### config.mk
export PLATFORM = sky130hd
export DESIGN_NAME = fss_suspend_ctrl
export DESIGN_NICKNAME = d
export VERILOG_FILES = /design/src/rtl/fss_pkg.sv /design/src/rtl/fss_suspend_ctrl.sv /design/src/rtl/fss_cmd_rx.sv
export SDC_FILE = /design/constraint.sdc
export NUM_CORES = 1
export LEC_CHECK = 0
export BUFFER_PORTS_ARGS = -buffer_cell sky130_fd_sc_hd__buf_2
export CAP_MARGIN = 20
export CORE_MARGIN = 4
export CORE_UTILIZATION = 53
export CTS_CLUSTER_DIAMETER = 40
export DETAILED_ROUTE_END_ITERATION = 8
export PLACE_DENSITY = 0.81
export SLEW_MARGIN = 20
export SYNTH_ARGS = -nofsm -noshare
export SYNTH_HDL_FRONTEND = slang
export SYNTH_HIERARCHICAL = 1
export SYNTH_SLANG_ARGS = --single-unit
### constraint.sdc
create_clock -name clk -period 3.05 [get_ports clk]
set_clock_uncertainty 0.05 [all_clocks]
set_input_delay 0.305 -clock clk [delete_from_list [all_inputs] [get_ports clk]]
set_output_delay 0.305 -clock clk [all_outputs]
set_load 0.05 [all_outputs]
### src/rtl/fss_pkg.sv
// constants, command codes and types for the flash suspend/resume sequencer
package fss_pkg;

    // ****************************************
    // clock and latencies
    // ****************************************
    localparam int CLK_MHZ = 125;
    localparam int PGM_SUSPEND_LAT_US = 20;
    localparam int ERASE_SUSPEND_LAT_US = 20;
    localparam int PGM_SUSPEND_LAT_CYC = PGM_SUSPEND_LAT_US * CLK_MHZ;
    localparam int ERASE_SUSPEND_LAT_CYC = ERASE_SUSPEND_LAT_US * CLK_MHZ;
    localparam int LAT_W = 12;

    // ****************************************
    // command codes
    // ****************************************
    localparam logic [7:0] CMD_NOP = 8'h00;
    localparam logic [7:0] CMD_PAGE_PGM = 8'h02;
    localparam logic [7:0] CMD_READ = 8'h03;
    localparam logic [7:0] CMD_WRITE_LOCK = 8'h04;
    localparam logic [7:0] CMD_STATUS_LOW_READ = 8'h05;
    localparam logic [7:0] CMD_WRITE_UNLOCK = 8'h06;
    localparam logic [7:0] CMD_FAST_READ = 8'h0B;
    localparam logic [7:0] CMD_ACTIVE_STATUS_INT = 8'h25;
    localparam logic [7:0] CMD_RESUME_B = 8'h30;
    localparam logic [7:0] CMD_QUAD_PAGE_PGM = 8'h32;
    localparam logic [7:0] CMD_STATUS_HIGH_READ = 8'h35;
    localparam logic [7:0] CMD_DUAL_OUTPUT_READ = 8'h3B;
    localparam logic [7:0] CMD_SECURITY_AREA_READ = 8'h48;
    localparam logic [7:0] CMD_PARAMETER_TABLE_READ = 8'h5A;
    localparam logic [7:0] CMD_RESET_ARM = 8'h66;
    localparam logic [7:0] CMD_QUAD_OUTPUT_READ = 8'h6B;
    localparam logic [7:0] CMD_SUSPEND = 8'h75;
    localparam logic [7:0] CMD_BURST_LENGTH_SET = 8'h77;
    localparam logic [7:0] CMD_RESUME_A = 8'h7A;
    localparam logic [7:0] CMD_MAKER_DEVICE_ID_READ = 8'h90;
    localparam logic [7:0] CMD_DUAL_MAKER_DEVICE_ID_READ = 8'h92;
    localparam logic [7:0] CMD_QUAD_MAKER_DEVICE_ID_READ = 8'h94;
    localparam logic [7:0] CMD_RESET_EXEC = 8'h99;
    localparam logic [7:0] CMD_IDENTIFICATION_READ = 8'h9F;
    localparam logic [7:0] CMD_DUAL_PAGE_PGM = 8'hA2;
    localparam logic [7:0] CMD_SIGNATURE_READ = 8'hAB;
    localparam logic [7:0] CMD_DUAL_IO_READ = 8'hBB;
    localparam logic [7:0] CMD_QUAD_IO_READ = 8'hEB;

    // ****************************************
    // status word bit positions
    // ****************************************
    localparam int ST_IN_PROGRESS = 0;
    localparam int ST_WRITE_LATCH = 1;
    localparam int ST_ERASE_SUSP = 10;
    localparam int ST_PGM_SUSP = 15;

    // ****************************************
    // operations and protected regions
    // ****************************************
    typedef enum logic [2:0] {
        OP_PAGE_PGM = 3'b000,
        OP_PAGE_ERASE = 3'b001,
        OP_SECTOR_ERASE = 3'b010,
        OP_BLOCK32_ERASE = 3'b011,
        OP_BLOCK64_ERASE = 3'b100
    } fss_op_kind_t;

    typedef struct packed {
        fss_op_kind_t kind;
        logic [23:0] addr;
    } fss_op_req_t;

    localparam logic [23:0] MASK_PAGE = 24'h0000FF;
    localparam logic [23:0] MASK_SECTOR = 24'h000FFF;
    localparam logic [23:0] MASK_BLOCK32 = 24'h007FFF;
    localparam logic [23:0] MASK_BLOCK64 = 24'h00FFFF;

    typedef enum logic [2:0] {
        S_IDLE = 3'b000,
        S_RUN = 3'b001,
        S_SUSP_WAIT = 3'b010,
        S_SUSPENDED = 3'b011,
        S_NESTED = 3'b100
    } fss_state_t;

    // ****************************************
    // register map and interrupt bits
    // ****************************************
    localparam int ADDR_W = 5;
    localparam logic [4:0] REG_FLAGS = 5'h00;
    localparam logic [4:0] REG_IRQ_STATUS = 5'h04;
    localparam logic [4:0] REG_IRQ_CLEAR = 5'h08;
    localparam logic [4:0] REG_IRQ_ENABLE = 5'h0C;
    localparam logic [4:0] REG_CONTROL = 5'h10;
    localparam int CTRL_SUSPEND_REQ = 0;
    localparam int CTRL_RESUME_REQ = 1;

    localparam int IRQ_W = 5;
    localparam int IRQ_SUSPENDED = 0;
    localparam int IRQ_RESUMED = 1;
    localparam int IRQ_OP_DONE = 2;
    localparam int IRQ_SOFT_RESET = 3;
    localparam int IRQ_REJECT = 4;
endpackage

### src/rtl/fss_suspend_ctrl.sv
// suspend, resume and software reset sequencer with its register slave
`timescale 1ns/1ps
// Functional notes
// - suspend command halts a running page program, sector or block erase
// - while suspended, reads are refused inside the suspended page, sector or block and, during a nested program, inside its page
// - after suspend latency, write latch clears and the matching suspend flag sets
// - reads, id reads, burst set accepted only after latency; quad io read program-suspend only
// - lock, status reads, interrupt, signature, reset arm/execute, no-op accepted anytime
// - status bit 15 shows suspended program, bit 10 suspended erase
// - resume sets write latch and in-progress, clears the suspend flag at once
// - erase suspend allows page programs outside the suspended erase region
// - nested page program cannot be suspended and must finish before resume
// - nested program keeps latch and in-progress at 1, both clear when done
// - resumed operation runs until done or suspended again
// - no-op only cancels a pending reset arm; upper data lines ignored
// - reset execute works only directly after reset arm; other accepted commands cancel the arm, rejected ones leave it set
// - software reset returns to standby with all status word bits and the reset arm cleared
// - software reset during program or erase aborts that operation
module fss_suspend_ctrl (
    input wire logic clk,
    input wire logic rst_n,
    input wire logic linkCsN,
    input wire logic linkSclk,
    input wire logic [3:0] linkSioIn,
    output logic [3:0] linkSioOut,
    output logic [3:0] linkSioOe,
    input wire logic opStart,
    input wire fss_pkg::fss_op_req_t opReq,
    input wire logic engineDone,
    output logic engineRun,
    output logic engineAbort,
    output fss_pkg::fss_op_req_t engineOp,
    input wire logic [23:0] chkAddr,
    output logic readAllowed,
    output logic programAllowed,
    output logic cmdAccept,
    output logic cmdReject,
    output logic [7:0] cmdCode,
    output logic softReset,
    output logic [15:0] statusWord,
    input wire logic [4:0] avs_address,
    input wire logic avs_read,
    input wire logic avs_write,
    input wire logic [31:0] avs_writedata,
    output logic [31:0] avs_readdata,
    output logic avs_waitrequest,
    output logic irq
);
    import fss_pkg::*;

    logic rxValid;
    logic [7:0] rxByte;
    fss_state_t state_q, state_d;
    fss_op_req_t opQ, nestQ;
    logic writeLatch_q, inProgress_q, pgmSusp_q, eraseSusp_q, arm_q;
    logic [LAT_W-1:0] latCnt_q;
    logic ackQ;
    logic [IRQ_W-1:0] irqStatus_q, irqEnable_q;
    logic ctrlSuspend, ctrlResume;
    logic cmdEv, isSuspendCmd, isResumeCmd, noLat, afterLat, accept;
    logic doSuspend, doResume, doSoftReset, latDone, doStart, doNest, opFinish, nestFinish, startRefused;
    logic opIsErase, busAccess, busWrite;
    logic [IRQ_W-1:0] irqEvent;

    // ****************************************
    // link receiver; data lines 1..3 are never looked at
    // ****************************************
    fss_cmd_rx u_rx (
        .clk(clk),
        .rst_n(rst_n),
        .linkCsN(linkCsN),
        .linkSclk(linkSclk),
        .linkSio0(linkSioIn[0]),
        .cmdValid(rxValid),
        .cmdByte(rxByte)
    );

    assign linkSioOut = 4'h0;
    assign linkSioOe = 4'h0;

    // ****************************************
    // region check helper
    // ****************************************
    function automatic logic inRegion(input fss_op_req_t op, input logic [23:0] a);
        logic [23:0] m;
        m = MASK_PAGE;
        case (op.kind)
            OP_SECTOR_ERASE: m = MASK_SECTOR;
            OP_BLOCK32_ERASE: m = MASK_BLOCK32;
            OP_BLOCK64_ERASE: m = MASK_BLOCK64;
            default: m = MASK_PAGE;
        endcase
        return (a & ~m) == (op.addr & ~m);
    endfunction

    // ****************************************
    // command classification
    // ****************************************
    always_comb begin
        noLat = 1'b0;
        afterLat = 1'b0;
        case (rxByte)
            CMD_WRITE_LOCK, CMD_STATUS_LOW_READ, CMD_STATUS_HIGH_READ, CMD_ACTIVE_STATUS_INT,
            CMD_SIGNATURE_READ, CMD_RESET_ARM, CMD_RESET_EXEC, CMD_NOP: begin
                noLat = 1'b1;
            end
            CMD_READ, CMD_FAST_READ, CMD_DUAL_OUTPUT_READ, CMD_QUAD_OUTPUT_READ, CMD_DUAL_IO_READ,
            CMD_PARAMETER_TABLE_READ, CMD_IDENTIFICATION_READ, CMD_MAKER_DEVICE_ID_READ,
            CMD_DUAL_MAKER_DEVICE_ID_READ, CMD_QUAD_MAKER_DEVICE_ID_READ, CMD_SECURITY_AREA_READ,
            CMD_BURST_LENGTH_SET, CMD_RESUME_A, CMD_RESUME_B: begin
                afterLat = 1'b1;
            end
            CMD_QUAD_IO_READ: begin
                afterLat = pgmSusp_q;
            end
            CMD_WRITE_UNLOCK, CMD_PAGE_PGM, CMD_DUAL_PAGE_PGM, CMD_QUAD_PAGE_PGM: begin
                afterLat = eraseSusp_q;
            end
            default: begin
                afterLat = 1'b0;
            end
        endcase
    end

    always_comb begin
        case (state_q)
            S_SUSP_WAIT, S_NESTED: accept = noLat;
            S_SUSPENDED: accept = noLat | afterLat;
            default: accept = 1'b1;
        endcase
    end

    assign cmdEv = rxValid & accept;
    assign isSuspendCmd = rxByte == CMD_SUSPEND;
    assign isResumeCmd = (rxByte == CMD_RESUME_A) || (rxByte == CMD_RESUME_B);
    assign opIsErase = opQ.kind != OP_PAGE_PGM;

    // ****************************************
    // sequencing events
    // ****************************************
    assign doSoftReset = cmdEv && rxByte == CMD_RESET_EXEC && arm_q;
    assign doSuspend = state_q == S_RUN && ((cmdEv && isSuspendCmd) || ctrlSuspend);
    assign doResume = state_q == S_SUSPENDED && ((cmdEv && isResumeCmd) || ctrlResume);
    assign latDone = state_q == S_SUSP_WAIT && latCnt_q == '0 && !engineDone;
    assign opFinish = engineDone && (state_q == S_RUN || state_q == S_SUSP_WAIT);
    assign nestFinish = engineDone && state_q == S_NESTED;
    assign doStart = opStart && state_q == S_IDLE && writeLatch_q;
    assign doNest = opStart && state_q == S_SUSPENDED && eraseSusp_q && writeLatch_q &&
                    opReq.kind == OP_PAGE_PGM && !inRegion(opQ, opReq.addr);
    assign startRefused = opStart && !doStart && !doNest;

    // ****************************************
    // state machine
    // ****************************************
    always_comb begin
        state_d = state_q;
        case (state_q)
            S_IDLE: begin
                if (doStart) begin
                    state_d = S_RUN;
                end
            end
            S_RUN: begin
                if (opFinish) begin
                    state_d = S_IDLE;
                end else if (doSuspend) begin
                    state_d = S_SUSP_WAIT;
                end
            end
            S_SUSP_WAIT: begin
                if (opFinish) begin
                    state_d = S_IDLE;
                end else if (latDone) begin
                    state_d = S_SUSPENDED;
                end
            end
            S_SUSPENDED: begin
                if (doResume) begin
                    state_d = S_RUN;
                end else if (doNest) begin
                    state_d = S_NESTED;
                end
            end
            S_NESTED: begin
                if (nestFinish) begin
                    state_d = S_SUSPENDED;
                end
            end
            default: state_d = S_IDLE;
        endcase
        if (doSoftReset) begin
            state_d = S_IDLE;
        end
    end

    always_ff @(posedge clk or negedge rst_n) begin
        if (!rst_n) begin
            state_q <= S_IDLE;
        end else begin
            state_q <= state_d;
        end
    end

    always_ff @(posedge clk or negedge rst_n) begin
        if (!rst_n) begin
            opQ <= '0;
            nestQ <= '0;
        end else begin
            if (doStart) begin
                opQ <= opReq;
            end
            if (doNest) begin
                nestQ <= opReq;
            end
        end
    end

    // ****************************************
    // suspend latency counter
    // ****************************************
    always_ff @(posedge clk or negedge rst_n) begin
        if (!rst_n) begin
            latCnt_q <= '0;
        end else if (doSuspend) begin
            latCnt_q <= opIsErase ? LAT_W'(ERASE_SUSPEND_LAT_CYC - 1) : LAT_W'(PGM_SUSPEND_LAT_CYC - 1);
        end else if (state_q == S_SUSP_WAIT && latCnt_q != '0) begin
            latCnt_q <= latCnt_q - 1'b1;
        end
    end

    // ****************************************
    // status flags
    // ****************************************
    always_ff @(posedge clk or negedge rst_n) begin
        if (!rst_n) begin
            writeLatch_q <= 1'b0;
            inProgress_q <= 1'b0;
            pgmSusp_q <= 1'b0;
            eraseSusp_q <= 1'b0;
        end else if (doSoftReset) begin
            writeLatch_q <= 1'b0;
            inProgress_q <= 1'b0;
            pgmSusp_q <= 1'b0;
            eraseSusp_q <= 1'b0;
        end else begin
            if (cmdEv && rxByte == CMD_WRITE_UNLOCK && (state_q == S_IDLE || state_q == S_SUSPENDED)) begin
                writeLatch_q <= 1'b1;
            end
            if (cmdEv && rxByte == CMD_WRITE_LOCK && (state_q == S_IDLE || state_q == S_SUSPENDED)) begin
                writeLatch_q <= 1'b0;
            end
            if (doStart || doNest) begin
                inProgress_q <= 1'b1;
            end
            if (latDone) begin
                writeLatch_q <= 1'b0;
                inProgress_q <= 1'b0;
                pgmSusp_q <= !opIsErase;
                eraseSusp_q <= opIsErase;
            end
            if (doResume) begin
                writeLatch_q <= 1'b1;
                inProgress_q <= 1'b1;
                pgmSusp_q <= 1'b0;
                eraseSusp_q <= 1'b0;
            end
            if (opFinish || nestFinish) begin
                writeLatch_q <= 1'b0;
                inProgress_q <= 1'b0;
            end
        end
    end

    assign statusWord = {pgmSusp_q, 4'h0, eraseSusp_q, 8'h00, writeLatch_q, inProgress_q};

    // ****************************************
    // reset arm
    // ****************************************
    always_ff @(posedge clk or negedge rst_n) begin
        if (!rst_n) begin
            arm_q <= 1'b0;
        end else if (cmdEv) begin
            arm_q <= rxByte == CMD_RESET_ARM && !arm_q;
        end
    end

    // ****************************************
    // engine, command and permission outputs
    // ****************************************
    assign engineRun = state_q == S_RUN || state_q == S_SUSP_WAIT || state_q == S_NESTED;
    assign engineOp = state_q == S_NESTED ? nestQ : opQ;

    always_ff @(posedge clk or negedge rst_n) begin
        if (!rst_n) begin
            engineAbort <= 1'b0;
            softReset <= 1'b0;
            cmdAccept <= 1'b0;
            cmdReject <= 1'b0;
            cmdCode <= 8'h00;
            readAllowed <= 1'b1;
            programAllowed <= 1'b0;
        end else begin
            engineAbort <= doSoftReset && state_q != S_IDLE;
            softReset <= doSoftReset;
            cmdAccept <= cmdEv;
            cmdReject <= (rxValid && !accept) || startRefused;
            if (rxValid) begin
                cmdCode <= rxByte;
            end
            readAllowed <= !((state_q == S_SUSPENDED || state_q == S_NESTED) && inRegion(opQ, chkAddr)) &&
                           !(state_q == S_NESTED && inRegion(nestQ, chkAddr));
            programAllowed <= state_q == S_SUSPENDED && eraseSusp_q && writeLatch_q &&
                              !inRegion(opQ, chkAddr);
        end
    end

    // ****************************************
    // avalon slave: one wait cycle per access
    // ****************************************
    assign busAccess = avs_read | avs_write;
    assign busWrite = avs_write & ackQ;
    assign avs_waitrequest = busAccess & ~ackQ;
    assign ctrlSuspend = busWrite && avs_address == REG_CONTROL && avs_writedata[CTRL_SUSPEND_REQ];
    assign ctrlResume = busWrite && avs_address == REG_CONTROL && avs_writedata[CTRL_RESUME_REQ];

    always_ff @(posedge clk or negedge rst_n) begin
        if (!rst_n) begin
            ackQ <= 1'b0;
            avs_readdata <= 32'h0000_0000;
        end else begin
            ackQ <= busAccess & ~ackQ;
            if (avs_read && !ackQ) begin
                case (avs_address)
                    REG_FLAGS: avs_readdata <= {16'h0000, statusWord};
                    REG_IRQ_STATUS: avs_readdata <= {27'h0, irqStatus_q};
                    REG_IRQ_ENABLE: avs_readdata <= {27'h0, irqEnable_q};
                    default: avs_readdata <= 32'h0000_0000;
                endcase
            end
        end
    end

    // ****************************************
    // interrupts: set wins over clear
    // ****************************************
    always_comb begin
        irqEvent = '0;
        irqEvent[IRQ_SUSPENDED] = latDone;
        irqEvent[IRQ_RESUMED] = doResume;
        irqEvent[IRQ_OP_DONE] = opFinish | nestFinish;
        irqEvent[IRQ_SOFT_RESET] = doSoftReset;
        irqEvent[IRQ_REJECT] = (rxValid & ~accept) | startRefused;
    end

    always_ff @(posedge clk or negedge rst_n) begin
        if (!rst_n) begin
            irqStatus_q <= '0;
            irqEnable_q <= '0;
            irq <= 1'b0;
        end else begin
            if (busWrite && avs_address == REG_IRQ_CLEAR) begin
                irqStatus_q <= (irqStatus_q & ~avs_writedata[IRQ_W-1:0]) | irqEvent;
            end else begin
                irqStatus_q <= irqStatus_q | irqEvent;
            end
            if (busWrite && avs_address == REG_IRQ_ENABLE) begin
                irqEnable_q <= avs_writedata[IRQ_W-1:0];
            end
            irq <= |(irqStatus_q & irqEnable_q);
        end
    end
endmodule

### src/rtl/fss_cmd_rx.sv
// pin synchroniser and first-byte command receiver on the serial link
`timescale 1ns/1ps
module fss_cmd_rx (
    input wire logic clk,
    input wire logic rst_n,
    input wire logic linkCsN,
    input wire logic linkSclk,
    input wire logic linkSio0,
    output logic cmdValid,
    output logic [7:0] cmdByte
);
    import fss_pkg::*;

    logic csMeta_q, csSync_q, sclkMeta_q, sclkSync_q, sclkPrev_q, sioMeta_q, sioSync_q;
    logic [2:0] bitCnt_q;
    logic [6:0] shift_q;
    logic gotCmd_q;
    logic sclkRise;

    // ****************************************
    // two-flop synchronisers
    // ****************************************
    always_ff @(posedge clk or negedge rst_n) begin
        if (!rst_n) begin
            csMeta_q <= 1'b1;
            csSync_q <= 1'b1;
            sclkMeta_q <= 1'b0;
            sclkSync_q <= 1'b0;
            sclkPrev_q <= 1'b0;
            sioMeta_q <= 1'b0;
            sioSync_q <= 1'b0;
        end else begin
            csMeta_q <= linkCsN;
            csSync_q <= csMeta_q;
            sclkMeta_q <= linkSclk;
            sclkSync_q <= sclkMeta_q;
            sclkPrev_q <= sclkSync_q;
            sioMeta_q <= linkSio0;
            sioSync_q <= sioMeta_q;
        end
    end

    assign sclkRise = sclkSync_q & ~sclkPrev_q;

    // ****************************************
    // command byte, msb first, only first byte of a frame
    // ****************************************
    always_ff @(posedge clk or negedge rst_n) begin
        if (!rst_n) begin
            bitCnt_q <= 3'h0;
            shift_q <= 7'h00;
            gotCmd_q <= 1'b0;
            cmdValid <= 1'b0;
            cmdByte <= 8'h00;
        end else begin
            cmdValid <= 1'b0;
            if (csSync_q) begin
                bitCnt_q <= 3'h0;
                gotCmd_q <= 1'b0;
            end else if (sclkRise && !gotCmd_q) begin
                shift_q <= {shift_q[5:0], sioSync_q};
                bitCnt_q <= bitCnt_q + 3'h1;
                if (bitCnt_q == 3'h7) begin
                    gotCmd_q <= 1'b1;
                    cmdValid <= 1'b1;
                    cmdByte <= {shift_q, sioSync_q};
                end
            end
        end
    end
endmodule

==> flow_metrics.tcl, run 1 <==
set metrics [dict create \
    clockBufferDepth 2 \
    vias 5181 \
    seqPwrFrac_pct 42.0 \
    die_h_um 124 \
    post-place-ws_ns 0.509 \
    coreArea_um2 13200 \
    rsz0062_at_grt "no" \
    synth_edf_count 0 \
    powerDensity_nw_per_um2 584 \
    reg2reg_slack_ns 0.50 \
    overflow 0 \
    drive_above_1_share_pct 29.6 \
    hold_path_end "opQ[6]$_DFFE_PN0P_" \
    dieArea_um2 15400 \
    syn_avg_cell_area_um2 11.1 \
    fin_crit_ns 2.71 \
    arrival_ns 2.36 \
    htreeDepth 4 \
    clkPwrFrac_pct 42.2 \
    synth_area_leaders "dfrtp_1 (46%), mux2_2 (9.5%), mux2_1 (6.9%), buf_4 (5.2%), xnor2_1 (4.5%)" \
    worstReg2RegEnd "eraseSusp_q$_DFFE_PN0P_" \
    cts.clk_slew.worst_paths_ns 0.06 \
    grt_max_degree 67 \
    p_switching_uw 1420 \
    syn_to_final_growth_pct 17.0 \
    chipWidth_um 124 \
    cts_setup_buffers 0 \
    crit_fanout 28 \
    synth_area_um2 7140 \
    cts_sinks 134 \
    end_kind "output port" \
    synth_top_area_share_pct 45.9 \
    yosysTopAreaCell "dfrtp_1" \
    status "finished clean" \
    hold_viol_final 0 \
    ioPinCount 200 \
    wirelength_mm 15.5 \
    firstDrtPassIters 5 \
    cts_tree "built" \
    dp_hpwl_mm 11.2 \
    antenna_found_initial 0 \
    clock_latency_ns 0.42 \
    ys_types 68 \
    finalCritPeriodShare_pct 88.9 \
    cts_root_buffer "clkbuf_16" \
    first_iter_violations 285 \
    worst_ir_drop_vdd_mv 0.441 \
    wire_per_inst_um 16.4 \
    yosys_warnings 6 \
    num_rows 42 \
    tns_ns 0 \
    p_leak_uw 0.00419 \
    pwr-share-comb_pct 15.9 \
    layout_setup_ws_ns 0.340 \
    slew_headroom_pct 50.2 \
    port_buffers 116 \
    synth.most_common_cell "dfrtp_1" \
    synth_cells 641 \
    hold_class "in2reg" \
    max_freq_ghz 0.369 \
    cts_buffers 17 \
    synth.cells.most_frequent "dfrtp_1 (131), mux2_2 (60), buf_4 (49), mux2_1 (44)" \
    slew_violations 0 \
    critical_path_required_ns 2.69 \
    grt_pass1_vias 5242 \
    grt_pass1_wl_mm 24.8 \
    startpoint_type "flip-flop" \
    path_class "reg2out" \
    internal_power_uw 3450 \
    rr_startpoint "latCnt_q[0]$_DFFE_PN0P_" \
    final_antenna_net_count 0 \
    hp-start "opReq[6]" \
    reg2regPathDepth 8 \
    start_util_pct 54.1 \
    setup_viol 0 \
    whs_path_depth 2 \
    drc_errors 0 \
    vias_per_cell 5.47 \
    tightest_slew_ns 0.739 \
    cts_hold_buffers 4 \
    ys.flop_type "dfrtp_1" \
    cap_violations 0 \
    routabilityCongestion 0.872 \
    post_cts_resize_count 0 \
    ys_ff_latch 134 \
    swShare_pct 29.2 \
    postSynth.asyncResetShare_pct 100 \
    fin_nets 860 \
    grt_usage_pct 20.8 \
    yosysSeqAreaShare_pct 47.0 \
]
## how the worst max path moves through the flow
stage,depth (start not counted),from,slack [ns],to
floorplan,8,latCnt_q[0]$_DFFE_PN0P_,0.65,eraseSusp_q$_DFFE_PN0P_
global placement,8,latCnt_q[0]$_DFFE_PN0P_,0.55,eraseSusp_q$_DFFE_PN0P_
detailed placement,8,latCnt_q[0]$_DFFE_PN0P_,0.51,eraseSusp_q$_DFFE_PN0P_
CTS,5,state_q[2]$_DFFE_PN0P_,0.35,engineOp[1]
global route,5,state_q[2]$_DFFE_PN0P_,0.27,engineOp[10]
finish,5,state_q[2]$_DFFE_PN0P_,0.34,engineOp[1]
## area by class of cell
type,instances,area (um^2)
Antenna cell,1,2.50
Clock buffer,17,425
Clock inverter,15,180
Fill cell,1016,4840
Inverter,22,82.6
Multi-Input combinational cell,457,3410
Sequential cell,134,3360
Tap cell,176,220
Timing Repair Buffer,125,673
## cell usage in the layout (no fill, tap or decap), drive strengths merged, types with 6 or more instances in the layout
master    synthesis  layout
nor3             14      14
buf              52     121
nor3b             7       7
xnor2            37      37
nor2             26      26
nand2            38      38
a21oi             7       7
nor2b             6       6
mux2            104     104
a22o              6       6
nand3            17      17
conb              1      45
clkbuf           20      17
o21ai            18      18
nand4            15      15
clkinv            2       7
dfrtp           131     131
xor2             25      25
nor4             13      13
nand2b            7       7
inv              20      21
a31oi             8       8
clkinvlp          0       6
## cell families after synthesis
logic type               Yosys count  synth area share [%]
other                              1                0.0525
buffers and inverters             94                  7.54
AND/OR/NAND/NOR                  167                  13.2
adder cells (fa/ha/maj)            3                 0.526
multiplexers                     109                  17.1
AO/OA/AOI/OAI                     71                  6.91
XOR/XNOR                          62                  7.61
flip-flops                       134                  47.0
## critical path, cell delays in order (launching register included)
cell	delay [ns]
dfrtp_1	0.58
nand2b_1	0.17
nor2_2	0.16
buf_4	0.40
mux2_2	0.40
buf_2	0.22
## power groups by stage
stage	registers (uW)	clock network [uW]	logic, uW
3_3_place_gp	2060	0	741
6_report	2050	2060	773
2_1_floorplan	2050	0	621
5_1_grt	2070	2170	855
3_5_place_dp	2070	0	763
4_1_cts	2040	2100	772
## state kept, by name, summed over array words and instances, names as in the netlist, 3 cells and up
name	cells
nestQ	27
avs_readdata	7
u_rx/bitCnt_q	3
state_q	3
u_rx/cmdByte	8
irqStatus_q	5
latCnt_q	12
cmdCode	8
u_rx/shift_q	7
opQ	27
irqEnable_q	5
## through the flow
stage	cell area [um^2]	cells	utilization, %	total power, uW	hold WS (ns)
floorplan	7300	685	-	2670	-0.0406
global placement	7700	910	58.4	2800	0.192
detailed placement	7700	910	58.4	2840	0.202
CTS	8350	946	63.3	4910	0.0435
global route	8350	946	63.3	5100	0.0524
finish	8350	947	63.3	4880	0.0598
## layer usage
metal	GRT usage (%)	part of all wire [%]	wire length (um)	vias to the layer above
li1	-	-	-	2424
met1	24.9	40	6200	2519
met2	34.4	49	7620	207
met3	6.54	8.5	1310	31
met4	9.51	2.4	372	0
met5	0	0	0	-
Note: power is estimated with default switching activity, not from simulation.
==> run 2: changes to the inputs <==
--- a/config.mk
+++ b/config.mk
@@ -5,13 +5,15 @@
 export SDC_FILE = /design/constraint.sdc
 export NUM_CORES = 1
 export LEC_CHECK = 0
+export ABC_AREA = 1
 export BUFFER_PORTS_ARGS = -buffer_cell sky130_fd_sc_hd__buf_2
 export CAP_MARGIN = 20
 export CORE_MARGIN = 4
 export CORE_UTILIZATION = 53
 export CTS_CLUSTER_DIAMETER = 40
 export DETAILED_ROUTE_END_ITERATION = 8
-export PLACE_DENSITY = 0.81
+export PLACE_DENSITY_LB_ADDON = 0.1
+export RECOVER_POWER = 50
 export SLEW_MARGIN = 20
 export SYNTH_ARGS = -nofsm -noshare
 export SYNTH_HDL_FRONTEND = slang
==> flow_metrics.tcl, run 2 <==
set metrics [dict create \
    dieArea_um2 15900 \
    hold_class "in2reg" \
    grt_pass1_wl_mm 28.3 \
    drive_above_1_share_pct 18.0 \
    synthAdderAreaFrac_pct 0.509 \
    use_met2_pct 35.1 \
    syn_to_final_growth_pct 16.1 \
    rr_startpoint "opQ[24]$_DFFE_PN0P_" \
    synth_top_area_share_pct 44.5 \
    cts_sinks 134 \
    num_antenna_cells 0 \
    finalCritPeriodShare_pct 84.3 \
    fin_area_um2 8550 \
    post-place-ws_ns 0.827 \
    chipWidth_um 126 \
    p_leak_uw 0.00464 \
    synth_area_leaders "dfrtp_1 (44%), nand2_1 (15%), o21ai_0 (5.8%), inv_1 (5.2%), buf_4 (5.1%)" \
    tns_ns 0 \
    synth-simple-area-share_pct 28.1 \
    grt_util_met1_pct 29.2 \
    hold_viol_final 0 \
    worst_ir_drop_vdd_mv 0.645 \
    synth_edf_count 0 \
    htreeDepth 4 \
    ys_types 48 \
    cp_common_cell "nand2_1" \
    fin_nets 1174 \
    nFillCells 1210 \
    start_util_pct 54.8 \
    hp-start "opReq[3]" \
    vias_per_cell 4.99 \
    routabilityCongestion 0.872 \
    synth.most_common_cell "nand2_1" \
    die_h_um 126 \
    reg2reg_slack_ns 0.81 \
    startpoint_type "flip-flop" \
    slew_violations 0 \
    cap_violations 0 \
    crit_fanout 17 \
    synth_area_um2 7370 \
    status "finished clean" \
    cts_tree "built" \
    max_freq_ghz 0.389 \
    cts_root_buffer "clkbuf_16" \
    synth_compound_area_share_pct 9.47 \
    clock_latency_ns 0.42 \
    slew_headroom_pct 20.9 \
    port_buffers 116 \
    final_antenna_net_count 0 \
    num_rows 42 \
    tightest_slew_ns 1.19 \
    firstDrtPassIters 4 \
    first_iter_violations 391 \
    placed_cell_area_um2 7950 \
    grt_pass1_vias 5993 \
    arrival_ns 2.21 \
    synth_top_family_by_area "simple AND/OR/NAND/NOR gates" \
    grt_usage_pct 21.7 \
    rsz0062_at_grt "no" \
    syn_avg_cell_area_um2 7.77 \
    hold_path_end "nestQ[3]$_DFFE_PN0P_" \
    use_met3_pct 5.12 \
    yosys_warnings 6 \
    synth.cells.most_frequent "nand2_1 (285), dfrtp_1 (131), inv_1 (103), o21ai_0 (85), nor2_1 (73)" \
    end_kind "output port" \
    ioPinCount 200 \
    drc_errors 0 \
    reg.largest.list "nestQ x27, opQ x27, latCnt_q x12" \
    whs_path_depth 3 \
    path_cells "nor2_2, nand2_2, clkinv_1, buf_4, nand2_1, nand2_1, buf_2" \
    critical_path_required_ns 2.69 \
    max_stage_delay_ns 0.48 \
    grt.busiest_layer "met2" \
    path_class "reg2out" \
    layout_setup_ws_ns 0.480 \
    layout_commonest_cell "nand2_1" \
    dp_hpwl_mm 12.1 \
    ys_ff_latch 134 \
    antenna_found_initial 0 \
    overflow 0 \
    cts_buffers 17 \
    cts.clk_slew.worst_paths_ns 0.06 \
    setup_viol 0 \
    worstReg2RegEnd "nestQ[14]$_DFFE_PN0P_" \
    yosysTopAreaCell "dfrtp_1" \
    synth_cells 949 \
    synthMuxAreaShare_pct 0 \
    coreArea_um2 13500 \
    final_cell_mix "nand2_1 (286), dfrtp_1 (131), buf_2 (115)" \
    grt_max_degree 64 \
    wirelength_mm 16.7 \
    reg2regPathDepth 9 \
    wire_per_inst_um 13.3 \
    postSynth.asyncResetShare_pct 100 \
    cpMaxStageDelayCell "clkinv_1" \
    clockBufferDepth 2 \
    ys.flop_type "dfrtp_1" \
    yosysSeqAreaShare_pct 45.5 \
    fin_crit_ns 2.57 \
    vias 6283 \
    synth_xor_area_share_pct 4.63 \
    powerDensity_nw_per_um2 776 \
]
## run 2: worst max path at each step
stage / to / slack, ns / startpoint
global placement: latCnt_q[9]$_DFFE_PN0P_ / 0.86 / latCnt_q[0]$_DFFE_PN0P_
CTS: engineOp[9] / 0.47 / state_q[0]$_DFFE_PN0P_
floorplan: engineOp[15] / 0.62 / state_q[0]$_DFFE_PN0P_
finish: engineOp[3] / 0.48 / state_q[0]$_DFFE_PN0P_
global route: engineOp[6] / 0.33 / state_q[0]$_DFFE_PN0P_
detailed placement: nestQ[14]$_DFFE_PN0P_ / 0.83 / opQ[24]$_DFFE_PN0P_
## run 2: cells by family after synthesis
group,after synthesis
compound gates,127
fa+ha+maj,3
other cells,1
flops,134
simple gates,469
xor+xnor,39
buf+inv,176
## run 2: final cells by class
type / instances / area (um^2) / area share [%]
clock buffer: 19 / 443 / 5.18
inverter: 109 / 409 / 4.78
tap: 176 / 220 / 2.57
sequential: 134 / 3360 / 39.2
timing repair buffer: 126 / 663 / 7.75
clock inverter: 13 / 156 / 1.83
multi-input combinational: 683 / 3310 / 38.6
## run 2: worst max-delay path: cells and delay by family, from the launching register on
family	cells	cell delay [ns]
buf+inv	3	1.08
simple gates	4	0.31
flops	1	0.41
## run 2: per-stage QoR
step / util (%) / std cells / total power [uW] / hold slack (ns)
6_report: 63.6 / 1260 / 6640 / 0.0995
5_1_grt: 63.6 / 1260 / 7040 / 0.0982
4_1_cts: 63.8 / 1260 / 6690 / 0.0910
3_5_place_dp: 59.1 / 1224 / 4600 / 0.223
3_3_place_gp: 59.1 / 1224 / 4580 / 0.219
2_1_floorplan: - / 993 / 4120 / -0.0406
## run 2: report_power, final
part	internal [uW]	switching, uW	total [uW]
clock	1300	755	2060
sequential	2060	273	2340
combinational	628	1620	2240
total	3990	2640	6640
## run 2: what timing repair did
| item | 4_1_cts | 5_1_grt |
|---|---|---|
| setup buffers | 0 | 0 |
| resized for setup | 0 | 0 |
| hold buffers | 4 | 0 |
| endpoints found under the hold margin | 48 | 0 |
## run 2: per-layer routing
layer / up-vias / wire length, um
li1: 3184 / -
met4: 0 / 251
met1: 2880 / 7530
met2: 202 / 7810
met5: - / 0
met3: 17 / 1150
==> run 3: changes to the inputs <==
==> constraint.sdc (replaced) <==
create_clock -name clk -period 2.6 [get_ports clk]
set_clock_uncertainty 0.05 [all_clocks]
set_input_delay 0.26 -clock clk [delete_from_list [all_inputs] [get_ports clk]]
set_output_delay 0.26 -clock clk [all_outputs]
set_load 0.05 [all_outputs]
==> flow_metrics.tcl, run 3 (synthesized netlist as in run 2, its figures left out) <==
set metrics [dict create \
    worst_ir_drop_vdd_mv 0.610 \
    internal_power_uw 4870 \
    post_cts_resize_count 0 \
    cts_tree "built" \
    drc_errors 0 \
    clockBufferDepth 2 \
    whs_ns 0.0532 \
    grt_pass1_wl_mm 28.5 \
    wirelength_mm 16.6 \
    start_util_pct 54.8 \
    total_power_uw 7930 \
    arrival_ns 2.08 \
    dieArea_um2 15900 \
    path_cells "nor2_2, nand2_2, buf_4, o21ai_0, buf_2" \
    rsz0062_at_grt "no" \
    seqPwrFrac_pct 34.7 \
    cts_sinks 134 \
    cts_root_buffer "clkbuf_16" \
    num_rows 42 \
    startpoint_type "flip-flop" \
    pwr-share-comb_pct 33.2 \
    num_antenna_cells 0 \
    final_antenna_net_count 0 \
    p_switching_uw 3060 \
    vias_per_cell 4.99 \
    port_buffers 116 \
    htreeDepth 4 \
    antenna_found_initial 0 \
    grt_usage_pct 21.8 \
    layout_setup_ws_ns 0.209 \
    coreArea_um2 13500 \
    reg.largest.list "nestQ x27, opQ x27, latCnt_q x12" \
    critical_path_required_ns 2.29 \
    fin_crit_ns 2.39 \
    clkPwrFrac_pct 32.2 \
    overflow 0 \
    max_freq_ghz 0.418 \
    dp_hpwl_mm 12.1 \
    drive_above_1_share_pct 18.0 \
    tns_ns 0 \
    final_cell_mix "nand2_1 (286), dfrtp_1 (131), buf_2 (115)" \
    layout_commonest_cell "nand2_1" \
    fin_nets 1176 \
    syn_to_final_growth_pct 16.8 \
    reg2reg_slack_ns 0.41 \
    tightest_slew_ns 1.23 \
    path_class "reg2out" \
    die_h_um 126 \
    final_util_pct 64.0 \
    slew_headroom_pct 18.0 \
    slew_violations 0 \
    clock_latency_ns 0.42 \
    firstDrtPassIters 6 \
    p_leak_uw 0.00468 \
    hold_viol_final 0 \
    cap_violations 0 \
    swShare_pct 38.6 \
    cpMaxStageDelayCell "dfrtp_1" \
    routabilityCongestion 0.910 \
    grt_max_degree 64 \
    grt_pass1_vias 6133 \
    cts.clk_slew.worst_paths_ns 0.05 \
    status "finished clean" \
    cts_buffers 17 \
    ioPinCount 200 \
    crit_fanout 24 \
    chipWidth_um 126 \
    post-place-ws_ns 0.410 \
    first_iter_violations 412 \
    max_stage_delay_ns 0.42 \
    vias 6289 \
    wire_per_inst_um 13.2 \
    finalCritPeriodShare_pct 92.0 \
    powerDensity_nw_per_um2 921 \
    hold_class "in2reg" \
    end_kind "output port" \
    setup_viol 0 \
]
-- run 3: cell types whose count changed in the layout (fill, tap and decap cells not counted), moves of 2 or more --
cell and delta:
clkinv_4 -3, buf_4 +2, bufinv_16 +2, clkinvlp_4 -2
-- run 3: critical path, delay by kind of cell (launching register included) --
family	cells	cell delay (ns)
AO/OA/AOI/OAI	1	0.25
buffers and inverters	2	0.61
flip-flops	1	0.42
AND/OR/NAND/NOR	2	0.37
-- run 3: stage by stage --
step,area (um^2),std cells
2_1_floorplan,7540,993
3_3_place_gp,7970,1226
3_5_place_dp,7970,1226
4_1_cts,8630,1261
5_1_grt,8610,1261
6_report,8610,1261
-- run 3: cell type report --
class / instances / area [um^2]
timing repair buffer: 128 / 691
sequential: 134 / 3360
clock buffer: 20 / 447
multi-input combinational: 683 / 3310
clock inverter: 11 / 180
inverter: 109 / 409
fill: 1241 / 4840
tap: 176 / 220
-- run 3: per-layer routing --
metal / track usage [%] / up-vias / routed length, um / share of wire, %
li1: - / 3181 / - / -
met3: 4.23 / 32 / 1020 / 6.2
met5: 0 / - / 0 / 0
met2: 34.6 / 227 / 7630 / 46
met1: 29.4 / 2849 / 7620 / 46
met4: 9.02 / 0 / 365 / 2.2
-- run 3: final timing paths --
path | start | end | depth (start not counted)
max in group asynchronous | rst_n | inProgress_q$_DFFE_PN0P_ | 3
max | state_q[0]$_DFFE_PN0P_ | engineOp[26] | 5
max reg2reg | latCnt_q[0]$_DFFE_PN0P_ | latCnt_q[9]$_DFFE_PN0P_ | 12
min | opReq[2] | nestQ[2]$_DFFE_PN0P_ | 3
min reg2reg | u_rx/sioMeta_q$_DFF_PN0_ | u_rx/sioSync_q$_DFF_PN0_ | 0
min in group asynchronous | rst_n | avs_readdata[0]$_DFFE_PN0P_ | 2
-- run 3: power groups by stage --
stage	Clock, uW	Combinational [uW]	Sequential [uW]
after floorplan	0	2090	2740
after global placement	0	2610	2770
after detailed placement	0	2630	2780
after CTS	2600	2650	2750
after global routing	2690	2890	2800
final	2550	2630	2750
-- run 3: what timing repair did --
action,4_1_cts,5_1_grt
hold endpoints to repair,49,0
hold buffers,4,0
buffers inserted,0,0
